==> src/core/seq_timing_map.vh <==
// timing and register constants for the sensor power sequencer
// assumes a 50 MHz system clock (20 ns period)
`ifndef SEQ_TIMING_MAP_VH
`define SEQ_TIMING_MAP_VH

`define CLK_PERIOD_NS 20
`define RAIL_GAP_US 10
`define RAIL_GAP_CYC ((`RAIL_GAP_US * 1000) / `CLK_PERIOD_NS)
`define RESET_HOLD_MS 1
`define RESET_HOLD_CYC ((`RESET_HOLD_MS * 1000000) / `CLK_PERIOD_NS)
`define INIT_REF_CYCLES 850000
`define PLL_LOCK_MS 1
`define PLL_LOCK_CYC ((`PLL_LOCK_MS * 1000000) / `CLK_PERIOD_NS)
`define OFF_GAP_MS 100
`define OFF_GAP_CYC ((`OFF_GAP_MS * 1000000) / `CLK_PERIOD_NS)
`define REF_CLK_DIV 4
`define RESET_CTRL_ADDR 16'h301A
`define STREAM_BIT 2
`define STANDBY_TIMEOUT_CYC 200000

`endif

==> src/core/pin_sync3.v <==
// three-stage synchroniser for one pin input
// assumes the pin is asynchronous to sys_clk
`timescale 1ns/100ps
`default_nettype none
module pin_sync3 (
    input wire sys_clk,
    input wire rst,
    input wire pin_in,
    output reg level
);
    reg s1_ff;
    reg s2_ff;
    reg s3_ff;
    always @(posedge sys_clk) begin
        if (rst) begin
            s1_ff <= 1'b0;
            s2_ff <= 1'b0;
            s3_ff <= 1'b0;
            level <= 1'b0;
        end else begin
            s1_ff <= pin_in;
            s2_ff <= s1_ff;
            s3_ff <= s2_ff;
            // change counts once stages two and three agree
            if (s2_ff == s3_ff)
                level <= s3_ff;
        end
    end
endmodule
`default_nettype wire

==> src/core/ref_clk_div.v <==
// divider driving the reference clock pin and a one-cycle edge enable
// assumes sys_clk is the only clock
`timescale 1ns/100ps
`default_nettype none
`include "seq_timing_map.vh"
module ref_clk_div (
    input wire sys_clk,
    input wire rst,
    input wire run,
    output reg ref_clk_out,
    output reg ref_rise
);
    reg [7:0] cnt_ff;
    always @(posedge sys_clk) begin
        if (rst || !run) begin
            cnt_ff <= 8'h00;
            ref_clk_out <= 1'b0;
            ref_rise <= 1'b0;
        end else begin
            ref_rise <= 1'b0;
            if (cnt_ff == `REF_CLK_DIV / 2 - 1) begin
                cnt_ff <= 8'h00;
                ref_clk_out <= ~ref_clk_out;
                ref_rise <= ~ref_clk_out;
            end else begin
                cnt_ff <= cnt_ff + 8'h01;
            end
        end
    end
endmodule
`default_nettype wire

==> src/core/sensor_power_sequencer.v <==
// host-side power sequencer for an image sensor: rails, clock, reset, stream
// assumes power-good pins are asynchronous; register writes go out through
// a simple write-request port handled by an external serial master
`timescale 1ns/100ps
`default_nettype none
`include "seq_timing_map.vh"
module sensor_power_sequencer #(
    parameter RESET_HOLD_CYC = `RESET_HOLD_CYC,
    parameter INIT_REF_CYCLES = `INIT_REF_CYCLES,
    parameter PLL_LOCK_CYC = `PLL_LOCK_CYC,
    parameter OFF_GAP_CYC = `OFF_GAP_CYC,
    parameter STANDBY_TIMEOUT_CYC = `STANDBY_TIMEOUT_CYC
) (
    input wire sys_clk,
    input wire rst,
    input wire power_up_req,
    input wire power_down_req,
    input wire abort_req,
    input wire cfg_done,
    input wire stream_req,
    input wire use_pgood,
    input wire pll_pgood_pin,
    input wire analog_pgood_pin,
    input wire io_pgood_pin,
    input wire core_pgood_pin,
    input wire standby_pin,
    input wire wr_ready,
    output reg pll_rail_en,
    output reg analog_supply_rail_en,
    output reg pixel_supply_rail_en,
    output reg io_rail_en,
    output reg core_rail_en,
    output wire reference_clock_input,
    output reg sensor_reset_n,
    output wire wr_valid,
    output reg [15:0] wr_addr,
    output reg [15:0] wr_data,
    output reg ready_for_config,
    output reg streaming,
    output reg busy,
    output reg fault
);
    localparam [4:0] S_OFF = 5'd0, S_PLL = 5'd1, S_ANA = 5'd2, S_IO = 5'd3;
    localparam [4:0] S_CORE = 5'd4, S_STABLE = 5'd5, S_RESET = 5'd6;
    localparam [4:0] S_INIT = 5'd7, S_CONFIG = 5'd8, S_LOCK = 5'd9;
    localparam [4:0] S_WR_ON = 5'd10, S_STREAM = 5'd11, S_WR_OFF = 5'd12;
    localparam [4:0] S_WAIT_SB = 5'd13, S_DN_CORE = 5'd14, S_DN_IO = 5'd15;
    localparam [4:0] S_DN_ANA = 5'd16, S_DN_PLL = 5'd17, S_GAP = 5'd18;
    localparam [31:0] GAP_CYC = `RAIL_GAP_CYC;

    reg [4:0] state_ff;
    reg [31:0] cnt_ff;
    reg wr_pend_ff;
    reg clk_run_ff;
    wire pll_pg;
    wire ana_pg;
    wire io_pg;
    wire core_pg;
    wire standby_s;
    wire ref_rise;
    wire sb_done;
    wire dn_start;
    wire abort_go;
    wire clk_stop;

    pin_sync3 u_sync_pll (.sys_clk(sys_clk), .rst(rst), .pin_in(pll_pgood_pin),
        .level(pll_pg));
    pin_sync3 u_sync_ana (.sys_clk(sys_clk), .rst(rst), .pin_in(analog_pgood_pin),
        .level(ana_pg));
    pin_sync3 u_sync_io (.sys_clk(sys_clk), .rst(rst), .pin_in(io_pgood_pin),
        .level(io_pg));
    pin_sync3 u_sync_core (.sys_clk(sys_clk), .rst(rst), .pin_in(core_pgood_pin),
        .level(core_pg));
    pin_sync3 u_sync_sb (.sys_clk(sys_clk), .rst(rst), .pin_in(standby_pin),
        .level(standby_s));

    ref_clk_div u_div (.sys_clk(sys_clk), .rst(rst), .run(clk_run_ff && !clk_stop),
        .ref_clk_out(reference_clock_input), .ref_rise(ref_rise));

    assign wr_valid = wr_pend_ff;

    // shared end test of the cycle counters
    function cnt_done;
        input [31:0] cnt;
        input [31:0] lim;
        begin
            cnt_done = (cnt >= lim - 32'd1);
        end
    endfunction

    // a rail step may advance on power-good or, if unused, on the timer
    function step_ok;
        input pg;
        input pg_mode;
        input [31:0] cnt;
        begin
            step_ok = pg_mode ? pg : cnt_done(cnt, GAP_CYC);
        end
    endfunction

    assign abort_go = abort_req && (state_ff != S_OFF) && (state_ff != S_GAP);
    // standby seen or wait timed out
    assign sb_done = standby_s || cnt_done(cnt_ff, STANDBY_TIMEOUT_CYC);
    // leave standby wait for rail removal
    assign dn_start = (state_ff == S_WAIT_SB) && sb_done &&
        (power_down_req || !ready_for_config);
    // clock stop term
    // the divider sees clk_run_ff one edge late; without this it could raise
    // the clock pin in the very edge that removes the rails
    assign clk_stop = abort_go || dn_start;

    always @(posedge sys_clk) begin
        if (rst) begin
            state_ff <= S_OFF;
            cnt_ff <= 32'h0000_0000;
            wr_pend_ff <= 1'b0;
            clk_run_ff <= 1'b0;
            pll_rail_en <= 1'b0;
            analog_supply_rail_en <= 1'b0;
            pixel_supply_rail_en <= 1'b0;
            io_rail_en <= 1'b0;
            core_rail_en <= 1'b0;
            sensor_reset_n <= 1'b0;
            wr_addr <= 16'h0000;
            wr_data <= 16'h0000;
            ready_for_config <= 1'b0;
            streaming <= 1'b0;
            busy <= 1'b0;
            fault <= 1'b0;
        end else if (abort_go) begin
            pll_rail_en <= 1'b0;
            analog_supply_rail_en <= 1'b0;
            pixel_supply_rail_en <= 1'b0;
            io_rail_en <= 1'b0;
            core_rail_en <= 1'b0;
            clk_run_ff <= 1'b0;
            sensor_reset_n <= 1'b0;
            wr_pend_ff <= 1'b0;
            ready_for_config <= 1'b0;
            streaming <= 1'b0;
            busy <= 1'b1;
            cnt_ff <= 32'h0000_0000;
            state_ff <= S_GAP;
        end else begin
            cnt_ff <= cnt_ff + 32'd1;
            if (wr_pend_ff && wr_ready)
                wr_pend_ff <= 1'b0;
            case (state_ff)
                S_OFF: begin
                    busy <= 1'b0;
                    if (power_up_req) begin
                        pll_rail_en <= 1'b1;
                        busy <= 1'b1;
                        fault <= 1'b0;
                        cnt_ff <= 32'h0000_0000;
                        state_ff <= S_PLL;
                    end
                end
                S_PLL: begin
                    if (step_ok(pll_pg, use_pgood, cnt_ff)) begin
                        analog_supply_rail_en <= 1'b1;
                        pixel_supply_rail_en <= 1'b1;
                        cnt_ff <= 32'h0000_0000;
                        state_ff <= S_ANA;
                    end
                end
                S_ANA: begin
                    if (step_ok(ana_pg, use_pgood, cnt_ff)) begin
                        io_rail_en <= 1'b1;
                        cnt_ff <= 32'h0000_0000;
                        state_ff <= S_IO;
                    end
                end
                S_IO: begin
                    if (step_ok(io_pg, use_pgood, cnt_ff)) begin
                        core_rail_en <= 1'b1;
                        cnt_ff <= 32'h0000_0000;
                        state_ff <= S_CORE;
                    end
                end
                S_CORE: begin
                    if (step_ok(core_pg, use_pgood, cnt_ff)) begin
                        clk_run_ff <= 1'b1;
                        cnt_ff <= 32'h0000_0000;
                        state_ff <= S_RESET;
                    end
                end
                S_RESET: begin
                    // hold reset at least 1 ms
                    if (cnt_done(cnt_ff, RESET_HOLD_CYC)) begin
                        sensor_reset_n <= 1'b1;
                        cnt_ff <= 32'h0000_0000;
                        state_ff <= S_INIT;
                    end
                end
                S_INIT: begin
                    cnt_ff <= cnt_ff;
                    if (ref_rise)
                        cnt_ff <= cnt_ff + 32'd1;
                    if (cnt_ff >= INIT_REF_CYCLES) begin
                        ready_for_config <= 1'b1;
                        state_ff <= S_CONFIG;
                    end
                end
                S_CONFIG: begin
                    if (cfg_done) begin
                        cnt_ff <= 32'h0000_0000;
                        state_ff <= S_LOCK;
                    end
                end
                S_LOCK: begin
                    // pll lock wait, then stream on request
                    if (cnt_done(cnt_ff, PLL_LOCK_CYC) && stream_req) begin
                        wr_addr <= `RESET_CTRL_ADDR;
                        wr_data <= 16'h0001 << `STREAM_BIT;
                        wr_pend_ff <= 1'b1;
                        state_ff <= S_WR_ON;
                    end else if (power_down_req) begin
                        cnt_ff <= 32'h0000_0000;
                        state_ff <= S_WAIT_SB;
                    end
                end
                S_WR_ON: begin
                    if (wr_pend_ff && wr_ready) begin
                        streaming <= 1'b1;
                        state_ff <= S_STREAM;
                    end
                end
                S_STREAM: begin
                    if (power_down_req || !stream_req) begin
                        wr_addr <= `RESET_CTRL_ADDR;
                        wr_data <= 16'h0000;
                        wr_pend_ff <= 1'b1;
                        state_ff <= S_WR_OFF;
                    end
                end
                S_WR_OFF: begin
                    if (wr_pend_ff && wr_ready) begin
                        streaming <= 1'b0;
                        cnt_ff <= 32'h0000_0000;
                        state_ff <= S_WAIT_SB;
                    end
                end
                S_WAIT_SB: begin
                    // sensor ends row or frame; wait standby
                    if (sb_done) begin
                        fault <= !standby_s;
                        if (dn_start) begin
                            ready_for_config <= 1'b0;
                            clk_run_ff <= 1'b0;
                            core_rail_en <= 1'b0;
                            cnt_ff <= 32'h0000_0000;
                            state_ff <= S_DN_CORE;
                        end else begin
                            cnt_ff <= 32'h0000_0000;
                            state_ff <= S_LOCK;
                        end
                    end
                end
                S_DN_CORE: begin
                    io_rail_en <= 1'b0;
                    state_ff <= S_DN_IO;
                end
                S_DN_IO: begin
                    analog_supply_rail_en <= 1'b0;
                    pixel_supply_rail_en <= 1'b0;
                    state_ff <= S_DN_ANA;
                end
                S_DN_ANA: begin
                    pll_rail_en <= 1'b0;
                    sensor_reset_n <= 1'b0;
                    cnt_ff <= 32'h0000_0000;
                    state_ff <= S_GAP;
                end
                S_GAP: begin
                    if (cnt_done(cnt_ff, OFF_GAP_CYC))
                        state_ff <= S_OFF;
                end
                default: begin
                    state_ff <= S_OFF;
                end
            endcase
        end
    end
endmodule
`default_nettype wire

==> config.mk <==
export PLATFORM = sky130hd
export DESIGN_NAME = sensor_power_sequencer
export DESIGN_NICKNAME = d
export VERILOG_FILES = /design/src/core/pin_sync3.v /design/src/core/ref_clk_div.v /design/src/core/sensor_power_sequencer.v
export VERILOG_INCLUDE_DIRS = /design/src /design/src/core
export SDC_FILE = /design/constraint.sdc
export NUM_CORES = 1
export LEC_CHECK = 0
export BUFFER_PORTS_ARGS = -buffer_cell sky130_fd_sc_hd__buf_2
export CAP_MARGIN = 25
export CORE_MARGIN = 2
export CORE_UTILIZATION = 53
export CTS_CLUSTER_DIAMETER = 60
export DETAILED_ROUTE_END_ITERATION = 10
export PLACE_DENSITY = 0.73
export SKIP_LAST_GASP = 1
export SYNTH_ARGS = -nofsm -noshare
export SYNTH_HDL_FRONTEND = slang
export SYNTH_SLANG_ARGS = --single-unit
export TNS_END_PERCENT = 10
==> constraint.sdc <==
create_clock -name sys_clk -period 2.1 [get_ports sys_clk]
set_input_delay 0.315 -clock sys_clk [delete_from_list [all_inputs] [get_ports sys_clk]]
set_output_delay 0.315 -clock sys_clk [all_outputs]
set_load 0.01 [all_outputs]
==> reports/results.txt, run 1 <==
Pre-antenna DRT Iters -> 4
Clk Latency, worst-skew pair -> 0.37 ns
M1 WL -> 4590 um
Highest Clock Rate -> 484 MHz
hpwl dp -> 7870 um
ANT cells -> 0
worst min path class -> input pin to flip-flop
die width -> 97.1 um
synthesized area -> 4590 um^2
CP max-delay cell -> nor4_4
Antenna Violating Nets Remaining -> 0
Final Skew -> 0.00867 ns
pin count of the biggest net entering global routing -> 23
DRC errors left -> 0
Avg WL per Cell -> 14.7 um
antenna violations before repair -> 0
commonest non-fill, non-tap cell in the layout -> dfxtp_1
Routed Wire Length -> 10,600 um
Num CTS Buffers -> 9
Worst-path clk slew -> 0.09 ns
cell breakdown of the critical path -> nor4_4, nand4_4, buf_4, nor4_4, nand2_2, nand4_4, o21ai_4, buf_12, clkbuf_16, nor2_2
final setup margin -> 0.0323 ns
worst path buffer plus inverter count -> 3
CORE AREA -> 8300 um^2
Crit. End Element -> flip-flop
Area Overhead vs Synth -> 20.6%
final setup vio count -> 0
DR vias -> 3,882
asr flop ratio synth -> 0%
Cells after Synth -> 538
routability congestion estimate -> 0.881
die area -> 9430 um^2
vias in the first global route -> 3,646
biggest regs -> cnt_ff x32, u_div.cnt_ff x8, state_ff x5
pre-CTS setup slack -> -0.0572 ns
Max-cap violations -> 0
Top reg by flops -> cnt_ff
CP top delay family -> simple AND/OR/NAND/NOR gates
Layout fillers -> 699
P_leak -> 2.07 nW
clk buf depth -> 2
post-synth cell types -> 73
first-pass GRT wire length -> 17,200 um
Tcrit/Tclk final -> 98.5%
Fin. Hold Viols -> 0
Syn Area/Cell -> 8.54 um^2
die height -> 97.1 um
depth of the CTS H-tree -> 3
Post-synth EDFFs -> 0
Power Density -> 802 nW/um^2
row cnt -> 33
largest incremental delay on the critical path -> 0.38 ns
global route overflow -> 0
Starting Density -> 55.3%
WL met2 -> 5200 um
CTS root buffer -> clkbuf_8
Iter 0 DRT Violations -> 166
element type at the critical path start -> flip-flop
CTS tree -> yes
worst vdd rail ir drop -> 0.000438 V
Worst EP arrival -> 2.38 ns
clock sink count -> 80
max-slew violation count -> 0
most frequent cells in the layout -> dfxtp_1 (65), buf_4 (58), nor2_1 (47)
Final nets -> 627
via-per-instance ratio -> 5.40
RSZ-0062 raised after global routing -> yes
share of cells above drive strength 1 -> 35.7%
Top FF cell, synth -> dfxtp_1
# IOs -> 58
IO buf count -> 31
worst-path maximum fanout -> 8
global-route usage over all layers -> 22.2%
dpl cell area -> 5050 um^2
Setup TNS -> 0 ns
Required @ worst endpoint -> 2.41 ns
post-route cell area -> 5540 um^2
max layer used -> met4
routed wire length on met3 -> 525 um
max reg flops -> 32
register area share after synthesis -> 34.9%
FF+latch count, synth -> 80
status -> completed
Syn. warnings -> 0
min Tclk post-route -> 2.07 ns
worst setup path class -> flip-flop to flip-flop
==> worst register-to-register path, stage by stage (launching register included) <==
cell       delay [ns]
dfxtp_2          0.35
nor4_4           0.38
nand4_4          0.16
buf_4            0.19
nor4_4           0.22
nand2_2          0.11
nand4_4          0.12
o21ai_4          0.07
buf_12           0.14
clkbuf_16        0.16
nor2_2           0.09
==> worst paths after layout <==
| check | slack [ns] | startpoint | cells past startpoint | endpoint |
|---|---|---|---|---|
| worst min-delay path | 0.15 | pll_pgood_pin | 2 | u_sync_pll.s1_ff$_SDFF_PP0_ |
| worst max register to register | 0.03 | cnt_ff[31]$_SDFFE_PP0P_ | 10 | cnt_ff[16]$_SDFFE_PP0P_ |
| worst max-delay path | 0.03 | cnt_ff[31]$_SDFFE_PP0P_ | 10 | cnt_ff[16]$_SDFFE_PP0P_ |
| worst min register to register | 0.44 | u_sync_io.s1_ff$_SDFF_PP0_ | 1 | u_sync_io.s2_ff$_SDFF_PP0_ |
==> synth_stat cells, drive strengths merged, types with 2 or more instances <==
cell | n | share of area, %
nor2 | 84 | 8.8
dfxtp | 80 | 35
buf | 54 | 8.1
nand2 | 40 | 3.5
a21oi | 33 | 3.8
nand3 | 28 | 3.8
o21ai | 23 | 2.8
nor3 | 21 | 3.1
xnor2 | 21 | 4.0
xor2 | 18 | 3.4
nor2b | 17 | 2.3
inv | 15 | 1.2
nor4 | 11 | 2.9
nand2b | 9 | 1.2
clkbuf | 8 | 0.68
nand4 | 8 | 1.7
or2 | 6 | 0.87
a2111oi | 4 | 1.6
a31oi | 4 | 0.54
and3 | 4 | 0.65
ha | 4 | 1.1
nor3b | 4 | 1.0
and2 | 3 | 0.46
o2111ai | 3 | 0.57
o211ai | 3 | 0.60
a211oi | 2 | 0.33
a311oi | 2 | 0.38
a41oi | 2 | 0.38
and4 | 2 | 0.38
mux2i | 2 | 0.44
nand3b | 2 | 0.33
o21bai | 2 | 0.33
o32ai | 2 | 0.38
or3 | 2 | 0.27
==> report_power, final <==
group / leakage, nW / total [mW] / internal (mW) / switching [mW]
combinational: 1.31 / 1.59 / 0.720 / 0.872
clock: 0.104 / 1.20 / 0.573 / 0.626
sequential: 0.657 / 1.65 / 1.59 / 0.0652
==> per-stage QoR <==
| stage | hold slack, ns | total power, mW | utilization [%] | instances |
|---|---|---|---|---|
| finish | 0.152 | 4.44 | 66.7 | 719 |
| global route | 0.156 | 4.65 | 66.7 | 719 |
| detailed placement | 0.424 | 3.09 | 60.9 | 698 |
| CTS | 0.144 | 4.32 | 64.2 | 716 |
| floorplan | 0.414 | 2.65 | - | 563 |
| global placement | 0.419 | 3.06 | 60.9 | 698 |
==> cell families after synthesis <==
group,Yosys count,synth area share [%]
and+or+nand+nor,246,32.6
DFF,80,34.9
muxes,2,0.436
adders and majority gates,4,1.09
xor gates and xnor gates,39,7.44
AOI/OAI and AO/OA,89,13.5
other,1,0.0816
buffers and inverters,77,9.97
==> metal layers <==
metal / vias up / GRT usage [%]
met5: - / 0
met4: 0 / 8.45
met3: 20 / 3.67
met2: 106 / 38.6
met1: 1834 / 27.6
li1: 1922 / -
==> final cells by class <==
type                    instances  area, um^2  area share, %
inverters                      15        56.3           1.02
multi-input cells             406        2780           50.3
flip-flops and latches         80        1630           29.4
well taps                     105         131           2.37
clock inverters                 7        86.3           1.56
clock buffers                   9         124           2.24
repair buffers                 97         729           13.2
==> timing repair <==
item                                    4_1_cts  5_1_grt
resized for setup                            16       37
cloned                                        0        1
buffers inserted                              2        2
hold buffers                                  0        0
endpoints found under the setup margin       42       47
pin swaps                                     7        9
Power figures use the tool's default switching activity.
==> inputs of run 2 (changes only) <==
--- a/config.mk
+++ b/config.mk
@@ -9,10 +9,10 @@
 export BUFFER_PORTS_ARGS = -buffer_cell sky130_fd_sc_hd__buf_2
 export CAP_MARGIN = 25
 export CORE_MARGIN = 2
-export CORE_UTILIZATION = 53
+export CORE_UTILIZATION = 58
 export CTS_CLUSTER_DIAMETER = 60
 export DETAILED_ROUTE_END_ITERATION = 10
-export PLACE_DENSITY = 0.73
+export PLACE_DENSITY = 0.76
 export SKIP_LAST_GASP = 1
 export SYNTH_ARGS = -nofsm -noshare
 export SYNTH_HDL_FRONTEND = slang
==> constraint.sdc (replaced) <==
create_clock -name sys_clk -period 2.05 [get_ports sys_clk]
set_input_delay 0.3075 -clock sys_clk [delete_from_list [all_inputs] [get_ports sys_clk]]
set_output_delay 0.3075 -clock sys_clk [all_outputs]
set_load 0.01 [all_outputs]
==> reports/results.txt, run 2 (same netlist as run 1, synthesis figures left out) <==
DR vias -> 4,051
Layout fillers -> 569
Avg WL per Cell -> 14.9 um
share of cells above drive strength 1 -> 38.2%
Area Overhead vs Synth -> 24.4%
IO buf count -> 31
worst hold start -> standby_pin
first-pass GRT wire length -> 17,800 um
depth of the CTS H-tree -> 3
Num CTS Buffers -> 9
hpwl dp -> 8010 um
clock sink count -> 80
Combinational Power Share -> 39.3%
placed cells -> 714
Setup TNS -> -0.634 ns
Slew headroom -> 48.4%
Clk pwr share -> 23.7%
worst-path maximum fanout -> 7
worst vdd rail ir drop -> 0.000516 V
Worst EP arrival -> 2.38 ns
Pre-antenna DRT Iters -> 5
CP Launch Point -> state_ff[1]$_SDFFE_PP0P_
die width -> 93.0 um
final setup vio count -> 23
CTS root buffer -> clkbuf_8
Power Density -> 817 nW/um^2
Clk Latency, worst-skew pair -> 0.36 ns
Required @ worst endpoint -> 2.30 ns
min Tclk post-route -> 2.13 ns
worst slew pin tran -> 0.768 ns
final setup margin -> -0.0809 ns
routability congestion estimate -> 0.883
RSZ-0062 raised after global routing -> yes
Fin. Hold Viols -> 0
P_leak -> 2.18 nW
post-route cell area -> 5720 um^2
Crit. End Element -> flip-flop
global route overflow -> 0
CORE AREA -> 7690 um^2
failing checks -> setup timing
Starting Density -> 59.7%
commonest non-fill, non-tap cell in the layout -> buf_4
Max-cap violations -> 0
internal cell power -> 3.01 mW
Iter 0 DRT Violations -> 206
Routed Wire Length -> 11,000 um
most frequent cells in the layout -> buf_4 (77), dfxtp_1 (69), nor2_1 (42)
ANT cells -> 0
global-route usage over all layers -> 25.9%
Worst-path clk slew -> 0.09 ns
Highest Clock Rate -> 469 MHz
# IOs -> 58
Tcrit/Tclk final -> 104%
vias in the first global route -> 3,982
DRC errors left -> 0
worst min path class -> input pin to flip-flop
worst setup path class -> flip-flop to flip-flop
die height -> 93.0 um
dpl cell area -> 5210 um^2
biggest regs -> cnt_ff x32, u_div.cnt_ff x8, state_ff x5
element type at the critical path start -> flip-flop
max-slew violation count -> 0
Flop pwr share -> 36.9%
die area -> 8650 um^2
sw frac -> 35.6%
pin count of the biggest net entering global routing -> 24
clk buf depth -> 2
Final nets -> 649
Top reg by flops -> cnt_ff
net switching power -> 1.66 mW
minimum hold slack -> 0.153 ns
Hold Buf Count CTS -> 0
Antenna Violating Nets Remaining -> 0
row cnt -> 32
final non-filler cell total -> 738
status -> complete, but fails checks
Critical R2R Launch -> state_ff[1]$_SDFFE_PP0P_
pre-CTS setup slack -> -0.151 ns
antenna violations before repair -> 0
max reg flops -> 32
Final Skew -> 0.00999 ns
CTS tree -> yes
via-per-instance ratio -> 5.49
## run 2: cell count changes in the layout (fill, tap and decap cells not counted), moves of 4 or more
cell     before  now
buf_4        58   77
nor2_4        1    7
nor2_1       47   42
dfxtp_1      65   69
## run 2: area by class of cell
type	instances	area [um^2]	share of cell area, %
clock buffers	10	138	2.41
clock inverters	6	51.3	0.898
inverters	15	56.3	0.985
multi-input cells	406	2820	49.4
flip-flops and latches	80	1620	28.3
well taps	102	128	2.23
repair buffers	119	903	15.8
## run 2: stage by stage
step	utilization [%]	total power, mW
5_1_grt	74.3	4.89
3_5_place_dp	67.7	3.33
3_3_place_gp	67.7	3.30
6_report	74.3	4.67
2_1_floorplan	-	2.72
4_1_cts	72.1	4.58
## run 2: final timing paths
path         cells past startpoint  slack [ns]                         end
max                              8       -0.08     cnt_ff[31]$_SDFFE_PP0P_
min                              2        0.15  u_sync_sb.s1_ff$_SDFF_PP0_
max reg2reg                      8       -0.08     cnt_ff[31]$_SDFFE_PP0P_
min reg2reg                      1        0.43  u_sync_io.s2_ff$_SDFF_PP0_
## run 2: what timing repair did
action                                  CTS  global route
endpoints found under the setup margin   47            49
gates resized for setup                  20            42
pin swaps                                10            17
gates cloned                              1             0
setup buffers                             6             2
## run 2: routing by layer
metal	share of wire [%]	vias up	wire (um)	global-route usage, %
met5	0	-	0	0
met4	3.0	0	331	12.3
met3	5.8	31	636	5.48
met2	49	137	5440	44.6
met1	42	1908	4600	30.8
li1	-	1975	-	-
## run 2: power groups by stage
| stage | Clock (mW) | Sequential, mW | Combinational (mW) |
|---|---|---|---|
| 3_5_place_dp | 0 | 1.74 | 1.58 |
| 3_3_place_gp | 0 | 1.74 | 1.56 |
| 4_1_cts | 1.14 | 1.71 | 1.73 |
| 6_report | 1.11 | 1.73 | 1.84 |
| 2_1_floorplan | 0 | 1.70 | 1.01 |
| 5_1_grt | 1.20 | 1.73 | 1.96 |
## run 2: worst max-delay path, cell delays in order (launching register included)
cell and delay [ns]:
dfxtp_2 0.37, buf_4 0.16, and3_4 0.19, a2111oi_4 0.31, nor3b_4 0.35, nand3_4 0.19, nor3_4 0.21, xnor2_1 0.20
nor2_4 0.04
